$ cat src/crspc_map.vh
// constants for the core reset state and program space block
`ifndef CRSPC_MAP_VH
`define CRSPC_MAP_VH
`define CRSPC_PC_W          21
`define CRSPC_SPACE_BYTES   22'h200000
`define CRSPC_RESET_VEC     21'h000000
`define CRSPC_HIGH_VEC      21'h000008
`define CRSPC_LOW_VEC       21'h000018
`define CRSPC_FLASH_KB      16
`define CRSPC_PRIO2_RST     6'h3F
`define CRSPC_PRIO1_RST     8'hFF
`define CRSPC_FLAG2_RST     6'h00
`define CRSPC_FLAG1_RST     8'h00
`define CRSPC_EN2_RST       6'h00
`define CRSPC_EN1_RST       8'h00
`define CRSPC_TRIM_RST      8'h00
`define CRSPC_TRIM_MASK     8'hDF
`define CRSPC_DIR_RST       8'hFF
`define CRSPC_DIR5_RST      8'h07
`define CRSPC_DIR5_MASK     8'hF7
`define CRSPC_PINS_ZERO     8'h2F
`define CRSPC_PINS_ZERO_POR 8'h2F
`define CRSPC_PINS_ZERO_OTH 8'h2F
`define CRSPC_OSC_BITS      8'hC0
`define CRSPC_SP_W          5
`endif

$ cat src/crspc_core_reset.v
// reset, wake-up state and program counter vectoring for the core
// Contract
// - program and data memory have separate buses for concurrent access.
// - program counter is 21 bits, addressing 2 megabytes.
// - reads above implemented flash return zeros, a no_operation.
// - flash size is a parameter of 16, 32, 48 or 64 kilobytes.
// - any reset starts at address zero; vectors are 0008h and 0018h.
// - interrupt wake-up with a global enable set loads the vector.
// - interrupt wake-up pushes the program counter onto the stack.
// - wake-up sets cause bits in flag registers, others unchanged.
// - first port bits 6 and 7 exist only in freeing oscillator modes.
// - unimplemented bits read zero; unchanged bits keep their value.
// - priority and first port direction registers reset to ones; wake-up keeps them.
// - flag and enable registers clear on reset; wake-up keeps enables, sets cause flags.
// - latch keeps value on non-power resets, pins read with bits 0-3 and 5 zero; power-on forces zeros.
// - trim resets to zero; fifth direction low three bits reset to one.
`timescale 1ns/10ps
`include "crspc_map.vh"
module crspc_core_reset #(
    parameter FLASH_KB = `CRSPC_FLASH_KB
) (
    input  wire        clock,
    input  wire        sys_rst,
    input  wire        por_reset,
    input  wire        other_reset,
    input  wire        wake_event,
    input  wire        wake_by_irq,
    input  wire        wake_high_prio,
    input  wire        global_high_irq_enable,
    input  wire        global_low_irq_enable,
    input  wire [7:0]  wake_cause_one,
    input  wire [5:0]  wake_cause_two,
    input  wire        osc_frees_pins,
    input  wire        pc_advance,
    input  wire        sw_write_en,
    input  wire [3:0]  sw_write_sel,
    input  wire [7:0]  sw_write_data,
    input  wire [7:0]  pin_levels,
    input  wire [15:0] flash_word,
    input  wire        data_req,
    input  wire [11:0] data_addr_in,
    output reg  [20:0] program_counter,
    output reg  [4:0]  return_stack_pointer,
    output reg  [7:0]  top_of_stack_upper,
    output reg  [7:0]  top_of_stack_high,
    output reg  [7:0]  top_of_stack_low,
    output reg  [7:0]  irq_priority_one,
    output reg  [5:0]  irq_priority_two,
    output reg  [7:0]  irq_enable_one,
    output reg  [5:0]  irq_enable_two,
    output reg  [7:0]  peripheral_flag_one,
    output reg  [5:0]  peripheral_flag_two,
    output reg  [7:0]  oscillator_trim,
    output reg  [7:0]  first_port_direction,
    output reg  [7:0]  first_port_latch,
    output reg  [7:0]  first_port_pins,
    output reg  [7:0]  fifth_port_direction,
    output reg  [11:0] data_addr,
    output reg         data_strobe,
    output wire [15:0] fetch_word,
    output wire        fetch_valid,
    output wire        flash_sel
);
    localparam SEL_PRIO1 = 4'h0;
    localparam SEL_PRIO2 = 4'h1;
    localparam SEL_EN1   = 4'h2;
    localparam SEL_EN2   = 4'h3;
    localparam SEL_FLAG1 = 4'h4;
    localparam SEL_FLAG2 = 4'h5;
    localparam SEL_TRIM  = 4'h6;
    localparam SEL_DIR   = 4'h7;
    localparam SEL_LAT   = 4'h8;
    localparam SEL_DIR5  = 4'h9;

    // only legal flash sizes, else the smallest
    localparam LEGAL_KB  = (FLASH_KB == 16 || FLASH_KB == 32 || FLASH_KB == 48 || FLASH_KB == 64)
                           ? FLASH_KB : `CRSPC_FLASH_KB;

    localparam ST_RUN  = 3'b001;
    localparam ST_WAKE = 3'b010;
    localparam ST_VEC  = 3'b100;

    reg  [2:0]  state;
    reg  [20:0] next_pc;
    reg         fetch_req;
    wire        any_reset = por_reset | other_reset;
    wire        irq_wake  = wake_event & wake_by_irq & (global_high_irq_enable | global_low_irq_enable);
    wire [7:0]  osc_mask  = osc_frees_pins ? 8'hFF : ~`CRSPC_OSC_BITS;
    wire [4:0]  sp_inc    = return_stack_pointer + 5'h01;

    function [7:0] port_mask;
        input [7:0] value;
        input [7:0] mask;
        begin
            port_mask = value & mask;
        end
    endfunction

    crspc_program_space #(
        .FLASH_KB    (LEGAL_KB)
    ) u_space (
        .clock       (clock),
        .sys_rst     (sys_rst),
        .fetch_addr  (program_counter),
        .fetch_req   (fetch_req),
        .flash_word  (flash_word),
        .fetch_word  (fetch_word),
        .fetch_valid (fetch_valid),
        .flash_sel   (flash_sel)
    );

    always @(posedge clock)
    begin
        if (sys_rst)
        begin
            data_addr   <= 12'h000;
            data_strobe <= 1'b0;
        end
        else
        begin
            data_addr   <= data_addr_in;
            data_strobe <= data_req;
        end
    end

    always @*
    begin
        next_pc = program_counter;
        if (pc_advance)
            next_pc = program_counter + 21'h000002;
    end

    always @(posedge clock)
    begin
        if (sys_rst | any_reset)
        begin
            program_counter      <= `CRSPC_RESET_VEC;
            return_stack_pointer <= 5'h00;
            top_of_stack_upper   <= 8'h00;
            top_of_stack_high    <= 8'h00;
            top_of_stack_low     <= 8'h00;
            state                <= ST_RUN;
            fetch_req            <= 1'b0;
        end
        else
        begin
            fetch_req <= 1'b1;
            case (state)
                ST_RUN:
                begin
                    program_counter <= next_pc;
                    if (irq_wake)
                        state <= ST_WAKE;
                end
                ST_WAKE:
                begin
                    return_stack_pointer <= sp_inc;
                    top_of_stack_upper   <= {3'b000, program_counter[20:16]};
                    top_of_stack_high    <= program_counter[15:8];
                    top_of_stack_low     <= program_counter[7:0];
                    state                <= ST_VEC;
                end
                ST_VEC:
                begin
                    program_counter <= wake_high_prio ? `CRSPC_HIGH_VEC : `CRSPC_LOW_VEC;
                    state           <= ST_RUN;
                end
                default:
                    state <= ST_RUN;
            endcase
        end
    end

    always @(posedge clock)
    begin
        if (sys_rst | any_reset)
        begin
            irq_priority_one     <= `CRSPC_PRIO1_RST;
            irq_priority_two     <= `CRSPC_PRIO2_RST;
            first_port_direction <= port_mask(`CRSPC_DIR_RST, osc_mask);
            irq_enable_one       <= `CRSPC_EN1_RST;
            irq_enable_two       <= `CRSPC_EN2_RST;
            peripheral_flag_one  <= `CRSPC_FLAG1_RST;
            peripheral_flag_two  <= `CRSPC_FLAG2_RST;
            oscillator_trim      <= `CRSPC_TRIM_RST;
            fifth_port_direction <= `CRSPC_DIR5_RST;
            if (sys_rst | por_reset)
                first_port_latch <= 8'h00;
        end
        else
        begin
            if (wake_event)
            begin
                peripheral_flag_one <= peripheral_flag_one | wake_cause_one;
                peripheral_flag_two <= peripheral_flag_two | wake_cause_two;
            end
            if (!osc_frees_pins)
            begin
                first_port_direction <= port_mask(first_port_direction, osc_mask);
                first_port_latch     <= port_mask(first_port_latch, osc_mask);
            end
            if (sw_write_en)
            begin
                case (sw_write_sel)
                    SEL_PRIO1: irq_priority_one <= sw_write_data;
                    SEL_PRIO2: irq_priority_two <= sw_write_data[5:0];
                    SEL_EN1:   irq_enable_one   <= sw_write_data;
                    SEL_EN2:   irq_enable_two   <= sw_write_data[5:0];
                    // set wins over clear
                    SEL_FLAG1: peripheral_flag_one <= sw_write_data
                                                    | (wake_event ? wake_cause_one : 8'h00);
                    SEL_FLAG2: peripheral_flag_two <= sw_write_data[5:0]
                                                    | (wake_event ? wake_cause_two : 6'h00);
                    SEL_TRIM:  oscillator_trim  <= sw_write_data & `CRSPC_TRIM_MASK;
                    SEL_DIR:   first_port_direction <= port_mask(sw_write_data, osc_mask);
                    SEL_LAT:   first_port_latch <= port_mask(sw_write_data, osc_mask);
                    SEL_DIR5:  fifth_port_direction <= sw_write_data & `CRSPC_DIR5_MASK;
                    default:   oscillator_trim  <= oscillator_trim;
                endcase
            end
        end
    end

    // pins sampled, forced bits zero on resets
    always @(posedge clock)
    begin
        if (sys_rst | por_reset)
            first_port_pins <= 8'h00;
        else if (other_reset)
            first_port_pins <= port_mask(pin_levels, osc_mask & ~`CRSPC_PINS_ZERO_OTH);
        else
            first_port_pins <= port_mask(pin_levels, osc_mask);
    end
endmodule // crspc_core_reset

$ cat src/crspc_program_space.v
// program space decoder returning zeros above the implemented flash
`timescale 1ns/10ps
`include "crspc_map.vh"
module crspc_program_space #(
    parameter FLASH_KB = `CRSPC_FLASH_KB
) (
    input  wire        clock,
    input  wire        sys_rst,
    input  wire [20:0] fetch_addr,
    input  wire        fetch_req,
    input  wire [15:0] flash_word,
    output reg  [15:0] fetch_word,
    output reg         fetch_valid,
    output reg         flash_sel
);
    localparam integer FLASH_BYTES_INT = FLASH_KB * 1024;
    localparam [21:0]  FLASH_BYTES     = FLASH_BYTES_INT[21:0];
    wire in_flash = ({1'b0, fetch_addr} < FLASH_BYTES);
    always @(posedge clock)
    begin
        if (sys_rst)
        begin
            fetch_word  <= 16'h0000;
            fetch_valid <= 1'b0;
            flash_sel   <= 1'b0;
        end
        else
        begin
            fetch_valid <= fetch_req;
            flash_sel   <= fetch_req & in_flash;
            fetch_word  <= (fetch_req & in_flash) ? flash_word : 16'h0000;
        end
    end
endmodule // crspc_program_space

$ cat config.mk
export PLATFORM = sky130hd
export DESIGN_NAME = crspc_core_reset
export DESIGN_NICKNAME = d
export VERILOG_FILES = /design/src/crspc_core_reset.v /design/src/crspc_program_space.v
export VERILOG_INCLUDE_DIRS = /design/src /design/src/src
export SDC_FILE = /design/constraint.sdc
export NUM_CORES = 1
export LEC_CHECK = 0
export BUFFER_PORTS_ARGS = -buffer_cell sky130_fd_sc_hd__clkbuf_2
export CORE_MARGIN = 1
export CORE_UTILIZATION = 40
export CTS_BUF_LIST = sky130_fd_sc_hd__clkbuf_16
export DETAILED_ROUTE_END_ITERATION = 10
export MAX_ROUTING_LAYER = met4
export PLACE_DENSITY = 0.76
export SLEW_MARGIN = 20
export SYNTH_ARGS = -nofsm -noshare
export SYNTH_HDL_FRONTEND = slang
export SYNTH_SLANG_ARGS = --single-unit
$ cat constraint.sdc
create_clock -name clock -period 3.5 [get_ports clock]
set_clock_uncertainty 0.1 [all_clocks]
set_input_delay 0.35 -clock clock [delete_from_list [all_inputs] [get_ports clock]]
set_output_delay 0.35 -clock clock [all_outputs]
set_load 0.05 [all_outputs]
==> impl_metrics.env, run 1 <==
export IMPL_path_buf_inv=0
export IMPL_critical_path_top_delay_family="simple AND/OR/NAND/NOR gates"
export IMPL_hpwl_um=10800
export IMPL_die_area_um2=15200
export IMPL_cp_cell_sequence="nand3b_1, a2111o_1, or4_1, a21oi_1"
export IMPL_grt_pass1_wl_um=22700
export IMPL_area_growth_syn_to_layout_pct=30.7
export IMPL_synth_cell_area_um2=5880
export IMPL_drtIter0Drc=223
export IMPL_rsz0062_at_grt="no"
export IMPL_clockBufferDepth=2
export IMPL_switchingPower_w=0.000886
export IMPL_maxSlewHeadroom_pct=46.6
export IMPL_dr_pass1_iters=6
export IMPL_cts_setup_buffers=0
export IMPL_place_congestion=0.786
export IMPL_reg2regPathDepth=4
export IMPL_hold_viol_final=0
export IMPL_end_kind="flop"
export IMPL_drc=0
export IMPL_ys_ff_latch=160
export IMPL_synthFlopType="dfxtp_1"
export IMPL_htreeDepth=4
export IMPL_start_util_pct=41.7
export IMPL_finalSetupViolCount=0
export IMPL_vias_per_cell=4.92
export IMPL_grt_max_degree=33
export IMPL_coreArea_um2=14100
export IMPL_final_core_utilization_pct=54.5
export IMPL_clk_latency_ns=0.41
export IMPL_synth_edf_count=8
export IMPL_crit_type="reg -> reg"
export IMPL_ant_nets=0
export IMPL_cts_hold_buf=0
export IMPL_drt_total_wl_um=15000
export IMPL_tns_ns=0
export IMPL_crit_fanout=12
export IMPL_grt_use_total_pct=20.2
export IMPL_synth_most_common_cell="dfxtp_1"
export IMPL_ys_seq_area_share_pct=55.8
export IMPL_buffer_ports_inserted=230
export IMPL_die_w_um=123
export IMPL_largest_reg_flops=20
export IMPL_seqPwrFrac_pct=49.1
export IMPL_hold_depth=2
export IMPL_worstPathArrival_ns=2.46
export IMPL_status="finished, final reports clean"
export IMPL_yosysUniqueCellTypes=43
export IMPL_top_register="program_counter"
export IMPL_synth_common_cells="dfxtp_1 (152), nand2_1 (101), mux2i_1 (65)"
export IMPL_post_drt_wl_per_cell_um=14.9
export IMPL_start_kind="flop"
export IMPL_drv_cap=0
export IMPL_p_leak_nw=3.43
export IMPL_clkTransAtPathRegs_ns=0.06
export IMPL_syn_inst=601
export IMPL_antenna_found_initial=0
export IMPL_clock_fmax_mhz=448
export IMPL_path_depth=4
export IMPL_yosys_area_top_type_share_pct=51.7
export IMPL_syn_avg_cell_area_um2=9.78
export IMPL_cts_root_buf="clkbuf_16"
export IMPL_drive_gt1_share_pct=32.2
export IMPL_period_share_pct=63.7
export IMPL_slew_violations=0
export IMPL_cts_made_buffers=17
export IMPL_yosysTopAreaCell="dfxtp_1"
export IMPL_worstMarginPinSlew_ns=0.797
export IMPL_grt_ovfl_total=0
export IMPL_fin_crit_ns=2.23
export IMPL_slowest_stage="a2111o_1"
export IMPL_num_rows=43
export IMPL_clock_sinks=160
export IMPL_cts_tree="yes"
export IMPL_p_int_w=0.00293
export IMPL_async_flop_share_pct=0
export IMPL_fill_cells=1281
export IMPL_nNetsFinal=898
export IMPL_pin_count=238
export IMPL_antenna_cells=0
export IMPL_synth_warning_count=0
export IMPL_dieHeight_um=123
export IMPL_irDropWorstVdd_v=0.000432
export IMPL_top_regs="program_counter: 20 flops, u_space.fetch_word: 16 flops, data_addr: 12 flops"
export IMPL_power_density_nw_per_um2=496
export IMPL_final_cells=1012
export IMPL_synth_area_leaders="dfxtp_1 (52%), mux2i_1 (11%), nand2_1 (6.4%)"
export IMPL_max_stage_delay_ns=0.61
export IMPL_hp_class="in -> reg"
export IMPL_combPwrFrac_pct=7.2
export IMPL_required_ns=3.73
export IMPL_grt_pass1_vias=4517
export IMPL_clock_power_share_pct=43.7
export IMPL_swShare_pct=23.2
export IMPL_ctsResizeCount=0
export IMPL_vias=4982
export IMPL_post_place_cells=982
==> logic make-up (layout without fill, tap and decap cells) <==
group / count (synthesis) / count (layout) / share of synthesized area (%)
and+or+nand+nor: 245 / 245 / 20.4
adders and majority gates: 2 / 2 / 0.425
AOI/OAI and AO/OA: 73 / 73 / 7.36
xor gates and xnor gates: 10 / 10 / 1.49
buffers and inverters: 45 / 270 / 3.36
DFF: 160 / 160 / 55.8
muxes: 65 / 65 / 11.1
other: 1 / 7 / 0.0638
==> power by group through the flow <==
| stage | clock (W) | combinational [W] | sequential (W) |
|---|---|---|---|
| 3_5_place_dp | 0 | 0.000277 | 0.00191 |
| 3_3_place_gp | 0 | 0.000277 | 0.00191 |
| 2_1_floorplan | 0 | 0.000101 | 0.00200 |
| 4_1_cts | 0.00170 | 0.000278 | 0.00187 |
| 6_report | 0.00167 | 0.000276 | 0.00187 |
| 5_1_grt | 0.00179 | 0.000293 | 0.00187 |
==> stage by stage <==
stage                     area [µm²]  setup WS, ns  hold WS [ns]  total power (W)
after global routing            7680          1.18        0.0223          0.00396
after CTS                       7680          1.28        0.0163          0.00385
after detailed placement        7160          1.23         0.349          0.00219
final                           7680          1.27        0.0348          0.00381
after global placement          7150          1.25         0.341          0.00219
after floorplan                 5900          1.18         0.322          0.00210
==> cell type report <==
type	count	area (µm²)	area share [%]
clock buffer	18	450	5.86
clock inverter	12	76.3	0.993
inverter	4	15.0	0.195
multi-input combinational	402	2440	31.7
sequential	160	3280	42.7
tap	180	225	2.93
timing repair buffer	236	1200	15.6
==> cell usage in the layout, fill, tap and decap left out, drive strengths merged, types with 5 or more instances in the layout <==
cell / n
mux2i: 65
edfxtp: 8
nor2b: 15
a21oi: 47
clkbuf: 248
buf: 6
xnor2: 7
and2: 25
conb: 7
nand2: 101
nand3: 16
o21ai: 7
o31ai: 5
or3: 5
inv: 8
or4: 5
nand4: 5
nor2: 51
dfxtp: 152
clkinv: 7
==> worst reg2reg max path, delay by kind of cell, from the launching register on <==
family	cells	cell delay, ns
compound gates	2	0.78
flops	1	0.38
simple gates	2	0.89
==> final timing paths <==
path | to | from | slack (ns)
worst max-delay path | program_counter[17] | state[1] | 1.27
worst min-delay path | u_space.fetch_word[15] | flash_word[15] | 0.03
worst max register to register | program_counter[17] | state[1] | 1.27
worst min register to register | top_of_stack_low[7] | top_of_stack_low[7] | 0.35
==> per-layer routing <==
| layer | vias up | GRT usage (%) | wire length (µm) |
|---|---|---|---|
| li1 | 2461 | - | - |
| met1 | 2319 | 24.5 | 6520 |
| met2 | 189 | 32.6 | 7260 |
| met5 | - | - | 0 |
| met3 | 13 | 5.90 | 1140 |
| met4 | 0 | 5.50 | 127 |
Note: power is estimated with default switching activity, not from simulation.
==> run 2: changes to the inputs <==
- PLACE_DENSITY: 0.76 -> 0.79
- clock period: 3.5 -> 2 ns (I/O delays scaled with it)
==> impl_metrics.env, run 2 (synthesized netlist as in run 1, its figures left out) <==
export IMPL_finalSetupViolCount=0
export IMPL_grt_max_degree=66
export IMPL_grt_pass1_wl_um=24500
export IMPL_p_int_w=0.00537
export IMPL_reg2regPathDepth=5
export IMPL_grt_use_total_pct=21.7
export IMPL_switchingPower_w=0.00168
export IMPL_crit_path_start="program_counter[2]"
export IMPL_dp_slack_ns=0.0511
export IMPL_nNetsFinal=980
export IMPL_drv_cap=0
export IMPL_cts_tree="yes"
export IMPL_clkTransAtPathRegs_ns=0.07
export IMPL_area_growth_syn_to_layout_pct=45.6
export IMPL_num_rows=43
export IMPL_irDropWorstVdd_v=0.000664
export IMPL_rrSetupSlack_ns=0.06
export IMPL_max_stage_delay_ns=0.53
export IMPL_clk_latency_ns=0.41
export IMPL_grt_pass1_vias=4899
export IMPL_p_leak_nw=3.84
export IMPL_layout_commonest_cell="clkbuf_2"
export IMPL_crit_fanout=8
export IMPL_power_density_nw_per_um2=824
export IMPL_hold_depth=3
export IMPL_r2r_start="program_counter[2]"
export IMPL_path_depth=5
export IMPL_start_util_pct=41.7
export IMPL_ant_nets=0
export IMPL_cts_root_buf="clkbuf_16"
export IMPL_cp_cell_sequence="ha_1, inv_1, a2111o_1, or4_1, a21oi_1"
export IMPL_vias=5301
export IMPL_maxSlewHeadroom_pct=53.2
export IMPL_path_buf_inv=1
export IMPL_critical_path_top_delay_family="compound AO/OA/AOI/OAI gates"
export IMPL_clock_sinks=160
export IMPL_die_area_um2=15200
export IMPL_drt_total_wl_um=16300
export IMPL_vias_per_cell=4.84
export IMPL_pin_count=238
export IMPL_worstPathArrival_ns=2.20
export IMPL_worstMarginPinSlew_ns=0.702
export IMPL_setup_worst_path_end="program_counter[17]"
export IMPL_buffer_ports_inserted=230
export IMPL_drtIter0Drc=211
export IMPL_dr_pass1_iters=4
export IMPL_post_drt_wl_per_cell_um=14.9
export IMPL_hpwl_um=10700
export IMPL_slowest_stage="or4_1"
export IMPL_layout_common_cells="clkbuf_2 (230), dfxtp_1 (141), nand2_1 (101), mux2i_1 (65), dlygate4sd3_1 (57)"
export IMPL_rsz0062_at_grt="yes"
export IMPL_drive_gt1_share_pct=34.4
export IMPL_seqPwrFrac_pct=46.3
export IMPL_start_kind="flop"
export IMPL_fill_cells=1166
export IMPL_swShare_pct=23.8
export IMPL_period_share_pct=97.2
export IMPL_dieHeight_um=123
export IMPL_clock_fmax_mhz=515
export IMPL_die_w_um=123
export IMPL_coreArea_um2=14100
export IMPL_htreeDepth=4
export IMPL_top_register="program_counter"
export IMPL_hp_class="in -> reg"
export IMPL_final_core_utilization_pct=60.8
export IMPL_status="finished, final reports clean"
export IMPL_rr_endpoint="program_counter[17]"
export IMPL_drc=0
export IMPL_fin_ws_ns=0.0569
export IMPL_required_ns=2.25
export IMPL_top_regs="program_counter: 20 flops, u_space.fetch_word: 16 flops, data_addr: 12 flops"
export IMPL_clock_power_share_pct=45.3
export IMPL_fin_crit_ns=1.94
export IMPL_clockBufferDepth=2
export IMPL_grt_ovfl_total=0
export IMPL_slew_violations=0
export IMPL_antenna_found_initial=0
export IMPL_antenna_cells=0
export IMPL_combPwrFrac_pct=8.3
export IMPL_place_congestion=0.796
export IMPL_largest_reg_flops=20
export IMPL_hold_viol_final=0
export IMPL_crit_type="reg -> reg"
export IMPL_cts_made_buffers=17
export IMPL_end_kind="flop"
==> run 2: cell count changes in the layout (fill, tap and decap cells not counted), moves of 4 or more <==
cell and change:
clkinv_1 -4, dfxtp_2 +7, dfxtp_4 +4, dfxtp_1 -11, dlygate4sd3_1 +57, buf_4 +22
==> run 2: power by group through the flow <==
stage                     Clock, W  Combinational, W  Sequential, W
after floorplan                  0          0.000177        0.00349
after global placement           0          0.000492        0.00334
after detailed placement         0          0.000496        0.00334
after CTS                  0.00328          0.000582        0.00327
after global routing       0.00342          0.000621        0.00327
final                      0.00320          0.000587        0.00327
==> run 2: layout make-up <==
| class | instances | area, µm² | share of cell area [%] |
|---|---|---|---|
| tap | 180 | 225 | 2.63 |
| inverter | 4 | 15.0 | 0.175 |
| clock buffer | 18 | 450 | 5.26 |
| clock inverter | 14 | 134 | 1.56 |
| sequential | 160 | 3310 | 38.6 |
| timing repair buffer | 318 | 1980 | 23.2 |
| multi-input combinational | 402 | 2450 | 28.6 |
==> run 2: metrics by stage <==
step | instances | power, W | cell area [µm²] | hold WS [ns] | setup TNS [ns]
2_1_floorplan | 607 | 0.00367 | 5930 | 0.172 | 0
3_3_place_gp | 1004 | 0.00383 | 7370 | 0.299 | 0
3_5_place_dp | 1004 | 0.00384 | 7370 | 0.301 | 0
4_1_cts | 1093 | 0.00713 | 8520 | 0.00591 | 0
5_1_grt | 1096 | 0.00731 | 8560 | 0.0142 | -0.0219
6_report | 1096 | 0.00705 | 8560 | 0.0322 | 0
==> run 2: worst min path at each step <==
| stage | start | to | slack, ns |
|---|---|---|---|
| 6_report | por_reset | first_port_pins[4] | 0.03 |
| 5_1_grt | por_reset | first_port_pins[4] | 0.01 |
| 4_1_cts | por_reset | first_port_pins[4] | 0.006 |
| 3_5_place_dp | flash_word[6] | u_space.fetch_word[6] | 0.30 |
| 3_3_place_gp | flash_word[2] | u_space.fetch_word[2] | 0.30 |
| 2_1_floorplan | sys_rst | data_addr[5] | 0.17 |
==> run 2: routing by layer <==
metal	global-route usage [%]	vias up	share of wire [%]
met5	-	-	0
met1	25.0	2489	43
li1	-	2625	-
met2	37.0	171	50
met4	5.87	0	1.2
met3	6.18	16	6.1
==> run 2: tightest hold or removal path, cell delays in order <==
cell and delay (ns):
clkbuf_2 0.08, nor2_1 0.06, and2_1 0.15
==> run 2: repair_timing <==
item	CTS	global route
hold buffers	57	0
setup buffers	0	3
setup endpoints to repair	0	3
endpoints found under the hold margin	55	0
resized for setup	0	5
